**config.mk**
```make
export PLATFORM = sky130hd
export DESIGN_NAME = peir_top
export DESIGN_NICKNAME = d
export VERILOG_FILES = /design/src/inc/peir_pkg.sv /design/src/inc/peir_ev_if.sv /design/src/rtl/peir_event_reg.sv /design/src/rtl/peir_pair_merge.sv /design/src/rtl/peir_top.sv
export SDC_FILE = /design/constraint.sdc
export NUM_CORES = 1
export LEC_CHECK = 0
export BUFFER_PORTS_ARGS = -buffer_cell sky130_fd_sc_hd__clkbuf_2
export CAP_MARGIN = 5
export CORE_ASPECT_RATIO = 1.5
export CORE_MARGIN = 2
export CORE_UTILIZATION = 40
export CTS_BUF_LIST = sky130_fd_sc_hd__clkbuf_16
export CTS_CLUSTER_DIAMETER = 30
export DETAILED_ROUTE_END_ITERATION = 8
export PLACE_DENSITY = 0.63
export SLEW_MARGIN = 5
export SYNTH_ARGS = -nofsm -noshare
export SYNTH_HDL_FRONTEND = slang
export SYNTH_SLANG_ARGS = --single-unit
export TNS_END_PERCENT = 1
```
**constraint.sdc**
```tcl
create_clock -name I_CLK_SYS -period 8.3 [get_ports I_CLK_SYS]
set_input_delay 0 -clock I_CLK_SYS [delete_from_list [all_inputs] [get_ports I_CLK_SYS]]
set_output_delay 0 -clock I_CLK_SYS [all_outputs]
set_load 0.005 [all_outputs]
```
**src/inc/peir_pkg.sv**
```systemverilog
// Constants and types of the PSE event flag and interrupt mask registers
package peir_pkg;

    // ========================================================
    // Geometry
    localparam int         NUM_CH       = 4;
    localparam int         NUM_PAIR     = 2;
    localparam int         RES_W        = 4;

    // ========================================================
    // Command codes
    localparam logic [7:0] CMD_MASK     = 8'h01;
    localparam logic [7:0] CMD_PWR_EV   = 8'h02;
    localparam logic [7:0] CMD_PWR_EV_C = 8'h03;
    localparam logic [7:0] CMD_DISC_EV  = 8'h04;
    localparam logic [7:0] CMD_DISC_EV_C = 8'h05;
    localparam logic [7:0] CMD_FLT_EV   = 8'h06;
    localparam logic [7:0] CMD_FLT_EV_C = 8'h07;

    // ========================================================
    // Reset values
    localparam logic [7:0] MASK_RESET   = 8'h80;
    localparam logic [7:0] EV_RESET     = 8'h00;
    localparam logic [7:0] RDATA_IDLE   = 8'h00;
    localparam logic [3:0] RES_RESET    = 4'h0;

    // ========================================================
    // Summary and mask bit positions
    localparam int         BIT_SUPPLY   = 7;
    localparam int         BIT_START    = 6;
    localparam int         BIT_OVLD     = 5;
    localparam int         BIT_CLASS    = 4;
    localparam int         BIT_DETECT   = 3;
    localparam int         BIT_DISC     = 2;
    localparam int         BIT_PGOOD    = 1;
    localparam int         BIT_PEN      = 0;

    // Event register halves: upper nibble and lower nibble
    localparam int         FLD_HI       = 4;
    localparam int         FLD_LO       = 0;

    // ========================================================
    // Discovery mode of a port
    typedef enum logic [1:0] {
        MODE_OFF    = 2'b00,
        MODE_MANUAL = 2'b01,
        MODE_SEMI   = 2'b10,
        MODE_AUTO   = 2'b11
    } peir_mode_t;

endpackage

```
**src/inc/peir_ev_if.sv**
```systemverilog
// Connection between the top and one sticky event register
`timescale 1ns/1ps
`default_nettype none
interface peir_ev_if;
    logic [7:0] set;
    logic       clr_all;
    logic [7:0] clr_ch;
    logic [7:0] flags;
    modport owner (input set, input clr_all, input clr_ch, output flags);
    modport user  (output set, output clr_all, output clr_ch, input flags);
endinterface
`default_nettype wire

```
**src/rtl/peir_event_reg.sv**
```systemverilog
// Eight sticky event flags with clear-on-read and per-channel clear
`timescale 1ns/1ps
`default_nettype none
module peir_event_reg
    import peir_pkg::*;
(
    input  wire logic  i_clk,   // System clock
    input  wire logic  i_rst_n, // Synchronised reset, active low
    peir_ev_if.owner   ev       // Set, clear and flag lines
);

    // ========================================================
    // Flags: a set in the clearing cycle wins
    always_ff @(posedge i_clk or negedge i_rst_n) begin
        if (!i_rst_n) begin
            ev.flags <= EV_RESET;
        end else if (ev.clr_all) begin
            ev.flags <= ev.set;
        end else begin
            ev.flags <= ev.set | (ev.flags & ~ev.clr_ch);
        end
    end

endmodule // peir_event_reg
`default_nettype wire

```
**src/rtl/peir_pair_merge.sv**
```systemverilog
// Joins the events of the two channels of a four-pair port
`timescale 1ns/1ps
`default_nettype none
module peir_pair_merge (
    input  wire logic       i_clk,   // System clock
    input  wire logic       i_rst_n, // Synchronised reset, active low
    input  wire logic       i_merge, // Report both channels together
    input  wire logic [1:0] i_ev,    // Raw per-channel event pulses
    input  wire logic [1:0] i_clr,   // Channel turned off
    output logic      [1:0] o_ev     // Event pulses to the flags
);

    logic [1:0] pend;
    logic [1:0] seen;

    assign seen = pend | i_ev;

    // ========================================================
    // Release both flags once both channels have reported
    always_comb begin
        if (!i_merge) begin
            o_ev = i_ev;
        end else if (&seen) begin
            o_ev = 2'b11;
        end else begin
            o_ev = 2'b00;
        end
    end

    always_ff @(posedge i_clk or negedge i_rst_n) begin
        if (!i_rst_n) begin
            pend <= 2'b00;
        end else if (!i_merge || (&seen)) begin
            pend <= 2'b00;
        end else begin
            pend <= (pend & ~i_clr) | i_ev;
        end
    end

endmodule // peir_pair_merge
`default_nettype wire

```
**src/rtl/peir_top.sv**
```systemverilog
// Event flags, interrupt mask and interrupt pin of a four-channel PSE
//
// Function
// - Mask bit 7 resets to 1 and gates supply faults onto the pin.
// - Mask bits 6..0 reset to 0 and gate their event classes.
// - Power events read alike at both codes; the clear code clears all.
// - A clear-on-read of the source register releases the pin.
// - Every set event bit feeds its summary bit.
// - Power register: upper nibble power-good change, lower power-enable.
// - Four-pair ports update power-enable change flags per channel.
// - Single-signature four-pair: power-good flags set after both change.
// - Dual-signature four-pair: power flags set per channel.
// - Discovery events clear on read and per channel at turn-off.
// - Class flags set per cycle, or only on class change if chosen.
// - Detect flags set per cycle, or only on result change if chosen.
// - Four-pair without power-on command: detect flags set together, except dual-signature auto.
// - Single-signature class flag only for the classified channel.
// - Dual-signature semi-auto class flags together; manual per channel.
// - Dual-signature with power-on command or auto: flags independent.
// - Fault events: disconnect high, power-cut low; clear on read/off.
// - Pin asserts only for a set summary bit, its mask and global enable.
// - Summary bits follow events whatever the mask.
// - Disconnect flags mark load removal; power-cut flags overload timeout.
`timescale 1ns/1ps
`default_nettype none
module peir_top
    import peir_pkg::*;
(
    input  wire logic        I_CLK_SYS,     // 20 MHz system clock
    input  wire logic        I_RST_N,       // Async reset, active low
    input  wire logic        I_REG_RD,      // Register read strobe
    input  wire logic        I_REG_WR,      // Register write strobe
    input  wire logic [7:0]  I_REG_ADDR,    // Command code
    input  wire logic [7:0]  I_REG_WDATA,   // Write data
    output logic      [7:0]  O_REG_RDATA,   // Read data
    output logic             O_REG_RVALID,  // Read data valid pulse
    input  wire logic [3:0]  I_PEN_CHG,     // Power-enable change pulse
    input  wire logic [3:0]  I_PGOOD_CHG,   // Power-good change pulse
    input  wire logic [3:0]  I_DET_DONE,    // Detection cycle done pulse
    input  wire logic [15:0] I_DET_RESULT,  // Detection result per ch
    input  wire logic [3:0]  I_CLS_DONE,    // Class cycle done pulse
    input  wire logic [15:0] I_CLS_RESULT,  // Class result per ch
    input  wire logic [3:0]  I_LOAD_DISC,   // Load disconnected pulse
    input  wire logic [3:0]  I_OVLD_TO,     // Overload timeout pulse
    input  wire logic [3:0]  I_CH_OFF,      // Channel turned off pulse
    input  wire logic        I_START_FAULT, // Start fault pending level
    input  wire logic        I_ILIM_FAULT,  // Current-limit fault level
    input  wire logic        I_SUPPLY_FAULT, // Supply/memory fault level
    input  wire logic        I_GLOBAL_IRQ_ENABLE, // Global enable
    input  wire logic        I_CLASS_CHANGE_ONLY,  // Class change only
    input  wire logic        I_DETECT_CHANGE_ONLY, // Detect change only
    input  wire logic [1:0]  I_FOUR_PAIR,   // Port wired four-pair
    input  wire logic [1:0]  I_DUAL_SIG,    // Dual-signature load
    input  wire logic [1:0]  I_CHANNEL_POWER_ON_CMD, // Power-on pending
    input  wire logic [3:0]  I_PORT_MODE,   // Mode, two bits per port
    output logic      [7:0]  O_IRQ_SUMMARY, // Summary interrupt bits
    output logic             O_INT_N        // Interrupt pin, active low
);

    // ========================================================
    // Decoding helpers
    function automatic logic cmd_pair(input logic [7:0] a,
                                      input logic [7:0] base);
        cmd_pair = ({a[7:1], 1'b0} == base);
    endfunction

    function automatic logic cmd_clear(input logic       rd,
                                       input logic [7:0] a,
                                       input logic [7:0] base);
        cmd_clear = rd && cmd_pair(a, base) && a[0];
    endfunction

    // ========================================================
    // Reset release
    logic rst_q1;
    logic rst_n;

    always_ff @(posedge I_CLK_SYS or negedge I_RST_N) begin
        if (!I_RST_N) begin
            rst_q1 <= 1'b0;
            rst_n  <= 1'b0;
        end else begin
            rst_q1 <= 1'b1;
            rst_n  <= rst_q1;
        end
    end

    // ========================================================
    // Interrupt mask register
    logic [7:0] irq_mask;

    always_ff @(posedge I_CLK_SYS or negedge rst_n) begin
        if (!rst_n) begin
            irq_mask <= MASK_RESET;
        end else if (I_REG_WR && (I_REG_ADDR == CMD_MASK)) begin
            irq_mask <= I_REG_WDATA;
        end
    end

    logic supply_fault_irq_enable;
    logic start_fault_irq_enable;
    logic overcurrent_irq_enable;
    logic class_cycle_irq_enable;
    logic detect_cycle_irq_enable;
    logic disconnect_irq_enable;
    logic power_good_irq_enable;
    logic power_enable_irq_enable;

    assign supply_fault_irq_enable = irq_mask[BIT_SUPPLY];
    assign start_fault_irq_enable  = irq_mask[BIT_START];
    assign overcurrent_irq_enable  = irq_mask[BIT_OVLD];
    assign class_cycle_irq_enable  = irq_mask[BIT_CLASS];
    assign detect_cycle_irq_enable = irq_mask[BIT_DETECT];
    assign disconnect_irq_enable   = irq_mask[BIT_DISC];
    assign power_good_irq_enable   = irq_mask[BIT_PGOOD];
    assign power_enable_irq_enable = irq_mask[BIT_PEN];

    // ========================================================
    // Result change detection per channel
    logic [3:0] det_changed;
    logic [3:0] cls_changed;
    logic [3:0] prev_det [NUM_CH];
    logic [3:0] prev_cls [NUM_CH];

    for (genvar c = 0; c < NUM_CH; c++) begin : g_res
        always_ff @(posedge I_CLK_SYS or negedge rst_n) begin
            if (!rst_n) begin
                prev_det[c] <= RES_RESET;
            end else if (I_DET_DONE[c]) begin
                prev_det[c] <= I_DET_RESULT[c*RES_W +: RES_W];
            end
        end

        always_ff @(posedge I_CLK_SYS or negedge rst_n) begin
            if (!rst_n) begin
                prev_cls[c] <= RES_RESET;
            end else if (I_CLS_DONE[c]) begin
                prev_cls[c] <= I_CLS_RESULT[c*RES_W +: RES_W];
            end
        end

        assign det_changed[c] = I_DET_DONE[c] &&
            (I_DET_RESULT[c*RES_W +: RES_W] != prev_det[c]);
        assign cls_changed[c] = I_CLS_DONE[c] &&
            (I_CLS_RESULT[c*RES_W +: RES_W] != prev_cls[c]);
    end

    // Cycle or change, as chosen
    logic [3:0] det_event;
    logic [3:0] cls_event;

    assign det_event = I_DETECT_CHANGE_ONLY ? det_changed
                                            : I_DET_DONE;
    assign cls_event = I_CLASS_CHANGE_ONLY ? cls_changed
                                           : I_CLS_DONE;

    // ========================================================
    // Four-pair joining, one set of merges per port
    logic [3:0] pgood_set;
    logic [3:0] det_set;
    logic [3:0] cls_set;

    for (genvar p = 0; p < NUM_PAIR; p++) begin : g_pair
        peir_mode_t md;
        logic       four_pair;
        logic       dual;
        logic       channel_power_on_cmd;
        logic       pg_merge;
        logic       det_merge;
        logic       cls_merge;

        assign md        = peir_mode_t'(I_PORT_MODE[p*2 +: 2]);
        assign four_pair = I_FOUR_PAIR[p];
        assign dual      = I_DUAL_SIG[p];
        assign channel_power_on_cmd      = I_CHANNEL_POWER_ON_CMD[p];

        assign pg_merge  = four_pair && !dual;
        assign det_merge = four_pair && !channel_power_on_cmd &&
                           !(dual && (md == MODE_AUTO));
        assign cls_merge = four_pair && dual && !channel_power_on_cmd &&
                           (md == MODE_SEMI);

        peir_pair_merge u_pg (
            .i_clk   (I_CLK_SYS),
            .i_rst_n (rst_n),
            .i_merge (pg_merge),
            .i_ev    (I_PGOOD_CHG[p*2 +: 2]),
            .i_clr   (I_CH_OFF[p*2 +: 2]),
            .o_ev    (pgood_set[p*2 +: 2])
        );

        peir_pair_merge u_det (
            .i_clk   (I_CLK_SYS),
            .i_rst_n (rst_n),
            .i_merge (det_merge),
            .i_ev    (det_event[p*2 +: 2]),
            .i_clr   (I_CH_OFF[p*2 +: 2]),
            .o_ev    (det_set[p*2 +: 2])
        );

        peir_pair_merge u_cls (
            .i_clk   (I_CLK_SYS),
            .i_rst_n (rst_n),
            .i_merge (cls_merge),
            .i_ev    (cls_event[p*2 +: 2]),
            .i_clr   (I_CH_OFF[p*2 +: 2]),
            .o_ev    (cls_set[p*2 +: 2])
        );
    end

    // ========================================================
    // Event registers
    peir_ev_if pwr_ev ();
    peir_ev_if disc_ev ();
    peir_ev_if flt_ev ();

    // Power-enable flags are never joined across the port
    assign pwr_ev.set     = {pgood_set, I_PEN_CHG};
    assign pwr_ev.clr_all = cmd_clear(I_REG_RD, I_REG_ADDR,
                                      CMD_PWR_EV);
    assign pwr_ev.clr_ch  = 8'h00;

    assign disc_ev.set     = {cls_set, det_set};
    assign disc_ev.clr_all = cmd_clear(I_REG_RD, I_REG_ADDR,
                                       CMD_DISC_EV);
    assign disc_ev.clr_ch  = {I_CH_OFF, I_CH_OFF};

    assign flt_ev.set     = {I_LOAD_DISC, I_OVLD_TO};
    assign flt_ev.clr_all = cmd_clear(I_REG_RD, I_REG_ADDR,
                                      CMD_FLT_EV);
    assign flt_ev.clr_ch  = {I_CH_OFF, I_CH_OFF};

    peir_event_reg u_pwr_ev (
        .i_clk   (I_CLK_SYS),
        .i_rst_n (rst_n),
        .ev      (pwr_ev)
    );

    peir_event_reg u_disc_ev (
        .i_clk   (I_CLK_SYS),
        .i_rst_n (rst_n),
        .ev      (disc_ev)
    );

    peir_event_reg u_flt_ev (
        .i_clk   (I_CLK_SYS),
        .i_rst_n (rst_n),
        .ev      (flt_ev)
    );

    // ========================================================
    // Summary bits and interrupt pin
    logic [7:0] next_summary;
    logic       next_int_n;

    always_comb begin
        next_summary             = 8'h00;
        next_summary[BIT_SUPPLY] = I_SUPPLY_FAULT;
        next_summary[BIT_START]  = I_START_FAULT;
        next_summary[BIT_OVLD]   = I_ILIM_FAULT ||
                                   (|flt_ev.flags[FLD_LO +: 4]);
        next_summary[BIT_CLASS]  = |disc_ev.flags[FLD_HI +: 4];
        next_summary[BIT_DETECT] = |disc_ev.flags[FLD_LO +: 4];
        next_summary[BIT_DISC]   = |flt_ev.flags[FLD_HI +: 4];
        next_summary[BIT_PGOOD]  = |pwr_ev.flags[FLD_HI +: 4];
        next_summary[BIT_PEN]    = |pwr_ev.flags[FLD_LO +: 4];
    end

    // Mask gates only the pin, never the summary
    assign next_int_n = !(I_GLOBAL_IRQ_ENABLE &&
                          (|(next_summary & irq_mask)));

    always_ff @(posedge I_CLK_SYS or negedge rst_n) begin
        if (!rst_n) begin
            O_IRQ_SUMMARY <= 8'h00;
        end else begin
            O_IRQ_SUMMARY <= next_summary;
        end
    end

    always_ff @(posedge I_CLK_SYS or negedge rst_n) begin
        if (!rst_n) begin
            O_INT_N <= 1'b1;
        end else begin
            O_INT_N <= next_int_n;
        end
    end

    // ========================================================
    // Read port: both codes of a pair return the same byte
    logic [7:0] next_rdata;

    always_comb begin
        if (I_REG_ADDR == CMD_MASK) begin
            next_rdata = irq_mask;
        end else if (cmd_pair(I_REG_ADDR, CMD_PWR_EV)) begin
            next_rdata = pwr_ev.flags;
        end else if (cmd_pair(I_REG_ADDR, CMD_DISC_EV)) begin
            next_rdata = disc_ev.flags;
        end else if (cmd_pair(I_REG_ADDR, CMD_FLT_EV)) begin
            next_rdata = flt_ev.flags;
        end else begin
            next_rdata = RDATA_IDLE;
        end
    end

    always_ff @(posedge I_CLK_SYS or negedge rst_n) begin
        if (!rst_n) begin
            O_REG_RDATA  <= RDATA_IDLE;
            O_REG_RVALID <= 1'b0;
        end else begin
            O_REG_RVALID <= I_REG_RD;
            if (I_REG_RD) begin
                O_REG_RDATA <= next_rdata;
            end
        end
    end

endmodule // peir_top
`default_nettype wire

```
## Yosys cells after proc, flatten, opt, wreduce, memory -nomap -nowiden

Index checks and enable logic that the tools add are counted.

- Output and inout bits: 18
- Flip-flop bits (word level): 96
- Input bits: 96
- Word-level logic and storage cells: 157

- Reduce and logical (&&, ||, !) cells: 63
- Muxes and demuxes: 27
- Equal/unequal tests: 16
- Bitwise gates (word level): 27

Operators with widths:

| operator | count |
|---|---|
| 2-to-1 mux 8 bit | 7 |
| 2-to-1 mux 2 bit | 18 |
| inequality test 4 bit | 8 |
| logical AND 1 bit | 30 |
| bitwise AND 8 bit | 3 |
| OR 2 bit | 12 |
| OR 8 bit | 3 |
| OR reduction 4 bit | 6 |
| == test 7 x 2 -> 1 bit, second input constant | 2 |
| zero test 1 bit | 13 |
| bitwise AND 2 bit | 6 |
| AND reduction 2 bit | 6 |
| == test 2 bit, second input constant | 4 |
| == test 8 x 1 -> 1 bit, second input constant | 1 |
| 2-to-1 mux 4 bit | 2 |
| NOT 8 bit | 1 |
| OR reduction 8 bit | 1 |
| == test 7 x 1 -> 1 bit, second input constant | 1 |
| logical OR 1 bit | 7 |
| NOT 2 bit | 2 |

## Longest topological paths before layout

- Depth after elaboration: 9
- Depth in mapped cells: 7
- Gate-level depth less buffers: 4

## By module

A second synthesis with hierarchy kept.

- Cells, all modules: 378
- Area, all modules: 4626.9 sq um

Modules (own cells, without submodules):

| module | times used | cells an instance | area an instance (sq um) | sequential area each (sq um) |
|---|---|---|---|---|
| peir_top | 1 | 231 | 3001.6 | 1503.9 |
| peir_event_reg | 3 | 25 | 321.6 | 200.2 |
| peir_pair_merge | 6 | 12 | 110.1 | 50.0 |

## Worst setup path after synthesis

Ideal clock, no wire load.

- Path type: input -> register
- Start point: input I_REG_ADDR[4]
- End point: register u_pwr_ev.ev.flags[4]
- Arrival: 1.672 ns
- Library setup time: 0.126 ns
- Required time: 8.174 ns
- Path buffers: 2
- Slack: 6.502 ns
- Cell stages on the path: 6
- Cells stage by stage: or4_4 > or3_1 > buf_6 > or2_1 > buf_6 > a221o_1

- Longest elaborated chain between the ends: 4

RTL lines:

| what | RTL line | text |
|---|---|---|
| start: declaration | peir_top.sv:33 | `input wire logic [7:0] I_REG_ADDR,` |
| == test 7 x 1 -> 1 bit | peir_top.sv:64 | `cmd_pair = ({a[7:1], 1'b0} == base);` |
| logical AND 1 bit (2 in series) | peir_top.sv:70 | `cmd_clear = rd && cmd_pair(a, base) && a[0];` |
| 2-to-1 mux 8 bit | peir_event_reg.sv:17 | `end else if (ev.clr_all) begin` |
| end signal: assignment | peir_event_reg.sv:18 | `ev.flags <= ev.set;` |
| end signal: assignment | peir_event_reg.sv:20 | `ev.flags <= ev.set \| (ev.flags & ~ev.clr_ch);` |
| end: declaration | peir_ev_if.sv:9 | `modport owner (input set, input clr_all, input clr_ch, output flags);` |

No other way between the ends.
A chain may end at the register's enable or synchronous reset.

## Worst setup path after layout

- Start point: input I_REG_RD
- End point: register u_disc_ev.ev.flags[0]

- Longest elaborated chain between the ends: 3

RTL lines:

| what | RTL line | text |
|---|---|---|
| start: declaration | peir_top.sv:31 | `input wire logic I_REG_RD,` |
| logical AND 1 bit (2 in series) | peir_top.sv:70 |  |
| 2-to-1 mux 8 bit | peir_event_reg.sv:17 |  |
| end signal: assignment | peir_event_reg.sv:18 |  |
| end signal: assignment | peir_event_reg.sv:20 |  |
| end: declaration | peir_ev_if.sv:9 |  |

No other way between the ends.

==> run summary <==
Lkg Pwr: 2.72 nW
most frequent cells in the layout: clkbuf_2 (113), dfrtp_1 (93), dlygate4sd3_1 (63)
antenna cell count: 0
power per cell area: 172 nW/µm²
Worst-Skew Late Latency: 0.34 ns
most common cell after layout, fill and taps aside: clkbuf_2
area grow syn2layout: 34.0%
DRC: 0
routed vias: 3,870
syn avg cell area: 11.5 µm²
FFs w/ async S/R, synth: 1.00
first-pass GRT wire length: 18,700 µm
Clock Path Buffers: 2
Final WS setup: 6.56 ns
design area: 6250 µm²
Crit Path Class: input pin to flop
Worst Setup SP: I_REG_RD
Final Setup Violations: 0
Cell Rows: 48
Final min period: 1.74 ns
core area: 11,500 µm²
Die Ht: 136 µm
CP Max Fanout: 19
critical path's slowest cell: or4b_2
mux share of post-synthesis cell area: 0.114
final setup TNS: 0 ns
Worst Setup Start Kind: input pin
placed wire-length estimate: 8690 µm
vias in the first global route: 3,941
Worst Tran Pin Value: 0.622 ns
Slew HR: 0.586
Num CTS Buffers: 9
clk sinks: 96
Mapped Nets: 501
Final Max Slew Viols: 0
sequential area share after synthesis: 0.515
largest net degree at the start of global routing: 50
skew final: 0.00482 ns
Synth Instances: 405
status: finished clean
RSZ-0062 raised after global routing: false
IO Pins: 114
drt first pass iters: 4
wire length after detailed routing: 11,700 µm
period utilization: 0.209
Filler Cells Inserted: 1,042
Initial Utilization: 0.407
VDD IR max: 107 µV
critical-path cell list: dlygate4sd3_1 -> clkbuf_2 -> nand3b_1 -> or4b_2 -> nand3_1 -> o31ai_1
Final ANT Viol Nets: 0
hold crit path type: input pin to flop
Synth Register Bits: 96
# Post-CTS Setup Buffers: 0
Yosys warnings: 0
Post-Syn Area: 4670 µm²
GRT Residual Overflow: 0
max-cap violations: 0
DP Area: 5340 µm²
Distinct cells, synth: 46
required time of the critical path: 8.52 ns
Total GRT Usage: 0.192
area share of fa/ha/maj cells after synthesis: 0
CTS tree: yes
ys flop type: dfrtp_1
drt first-iter violations: 176
largest delay contributor family on the critical path: simple AND/OR/NAND/NOR gates
RR Startpoint: prev_cls[0]$_DFFE_PN0P_
Hold Fails Final Rpt: 0
DIE AREA: 12,600 µm²
post-synthesis compound-gate area fraction: 0.160
main combinational cell family by area after synthesis: compound AO/OA/AOI/OAI gates
antenna violations before repair: 0
H-Tree Depth: 3
worst slack, placed: 6.29 ns
DR vias/cell: 5.31
Post-synth EDFFs: 0
CP Data Arrival Time: 1.96 ns
Post-Synth Simple-Gate Area: 0.120
worst hold start: I_CH_OFF[3]
slowest stage delay, CP: 0.76 ns
crit path capture type: flop
CTS clock-pin slew for the worst setup and hold paths: 0.07 ns
Routed WL per cell: 16.0 µm
Root Driver: clkbuf_16
final net count: 670
die span in x: 92.2 µm
Bufs and invs on worst path: 2
layout cells sized above 1: 0.340
Placer Congestion: 0.874
Peak Freq: 0.576 GHz
Post-Synth XOR/XNOR Area: 0.0601
I/O Buffers: 113
==> repair_timing <==
action / 4_1_cts / 5_1_grt
hold buffers: 63 / 0
gates resized for setup: 0 / 0
endpoints found under the hold margin: 67 / 0
==> registers in the layout (all words and copies together) (netlist names), 8 cells and up <==
signal / cells
u_pwr_ev.ev.flags: 8
O_REG_RDATA: 8
irq_mask: 8
prev_cls: 16
u_flt_ev.ev.flags: 8
O_IRQ_SUMMARY: 8
u_disc_ev.ev.flags: 8
prev_det: 16
==> tightest hold or removal path, cell delays in order <==
cell and delay (ns):
clkbuf_2 0.11, nor2b_1 0.05, o22a_1 0.16
==> stage by stage <==
stage | util | std cells | hold slack, ns | power (W)
after floorplan | - | 405 | -0.296 | 0.000613
after global placement | 0.466 | 650 | -0.212 | 0.000664
after detailed placement | 0.466 | 650 | -0.213 | 0.000669
after CTS | 0.545 | 729 | 0.00939 | 0.00109
after global routing | 0.545 | 729 | 0.0351 | 0.00112
final | 0.545 | 729 | 0.0178 | 0.00107
==> metal layers <==
layer	global-route usage	vias to the layer above	routed length, µm
met5	0	-	0
met4	0.0846	0	289
met3	0.0394	21	624
met2	0.358	131	6260
met1	0.206	1869	4510
li1	-	1849	-
==> synth_stat cells (3+ instances only) <==
library cell | instances | area, µm²
xnor2_1 | 12 | 105
a31o_2 | 7 | 61.3
or2_2 | 4 | 25.0
dfrtp_1 | 94 | 2350
buf_2 | 3 | 15.0
a21oi_1 | 12 | 60.1
nand2b_1 | 18 | 113
mux2i_1 | 8 | 80.1
nor2b_1 | 5 | 31.3
clkbuf_1 | 13 | 48.8
xor2_1 | 20 | 175
nor3_1 | 10 | 50.1
or4_1 | 5 | 37.5
inv_1 | 13 | 48.8
a221o_1 | 5 | 50.1
nor4_1 | 8 | 50.1
or3_1 | 5 | 31.3
a21o_2 | 3 | 26.3
nand2_1 | 6 | 22.5
o21a_1 | 6 | 45.0
a2111oi_0 | 4 | 35.0
o31ai_1 | 10 | 75.1
o22a_1 | 5 | 43.8
o22ai_1 | 10 | 62.6
nand3_1 | 14 | 70.1
nor2_1 | 11 | 41.3
o22a_2 | 7 | 70.1
mux2_2 | 40 | 450
o21ai_0 | 11 | 55.1
o31a_1 | 6 | 52.6
a221oi_1 | 8 | 70.1
==> kinds of logic (layout without fill, tap and decap cells) <==
group	count (synthesis)	in the layout
AO/OA/AOI/OAI	99	99
AND/OR/NAND/NOR	97	97
flip-flops	96	96
multiplexers	48	48
XOR/XNOR	32	32
buffers and inverters	32	206
other	1	1
==> area by class of cell <==
| cell class | instances | area [µm²] | share of cell area |
|---|---|---|---|
| Clock inverter | 7 | 56.3 | 0.00900 |
| Multi-Input combinational cell | 277 | 2120 | 0.340 |
| Timing Repair Buffer | 177 | 1200 | 0.192 |
| Tap cell | 150 | 188 | 0.0300 |
| Sequential cell | 96 | 2410 | 0.385 |
| Inverter | 13 | 48.8 | 0.00780 |
| Clock buffer | 9 | 225 | 0.0360 |
==> report_power, final <==
part	total (W)	internal (W)	switching (W)
registers	0.000522	0.000498	0.0000242
logic	0.000161	0.0000888	0.0000723
clock network	0.000392	0.000206	0.000186
total	0.00107	0.000792	0.000283
==> final timing paths <==
| kind | slack [ns] | cells after the start | end |
|---|---|---|---|
| min in group asynchronous | 0.33 | 0 | prev_det[7]$_DFFE_PN0P_ |
| setup / recovery | 6.56 | 6 | u_disc_ev.ev.flags[0]$_DFF_PN0_ |
| max in group asynchronous | 6.90 | 1 | O_REG_RDATA[2]$_DFFE_PN0P_ |
| hold reg to reg | 0.33 | 0 | prev_det[7]$_DFFE_PN0P_ |
| setup reg to reg | 6.60 | 4 | g_pair[1].u_cls.pend[0]$_DFF_PN0_ |
| hold / removal | 0.02 | 3 | g_pair[1].u_det.pend[1]$_DFF_PN0_ |
(Power assumes the default switching activity.)
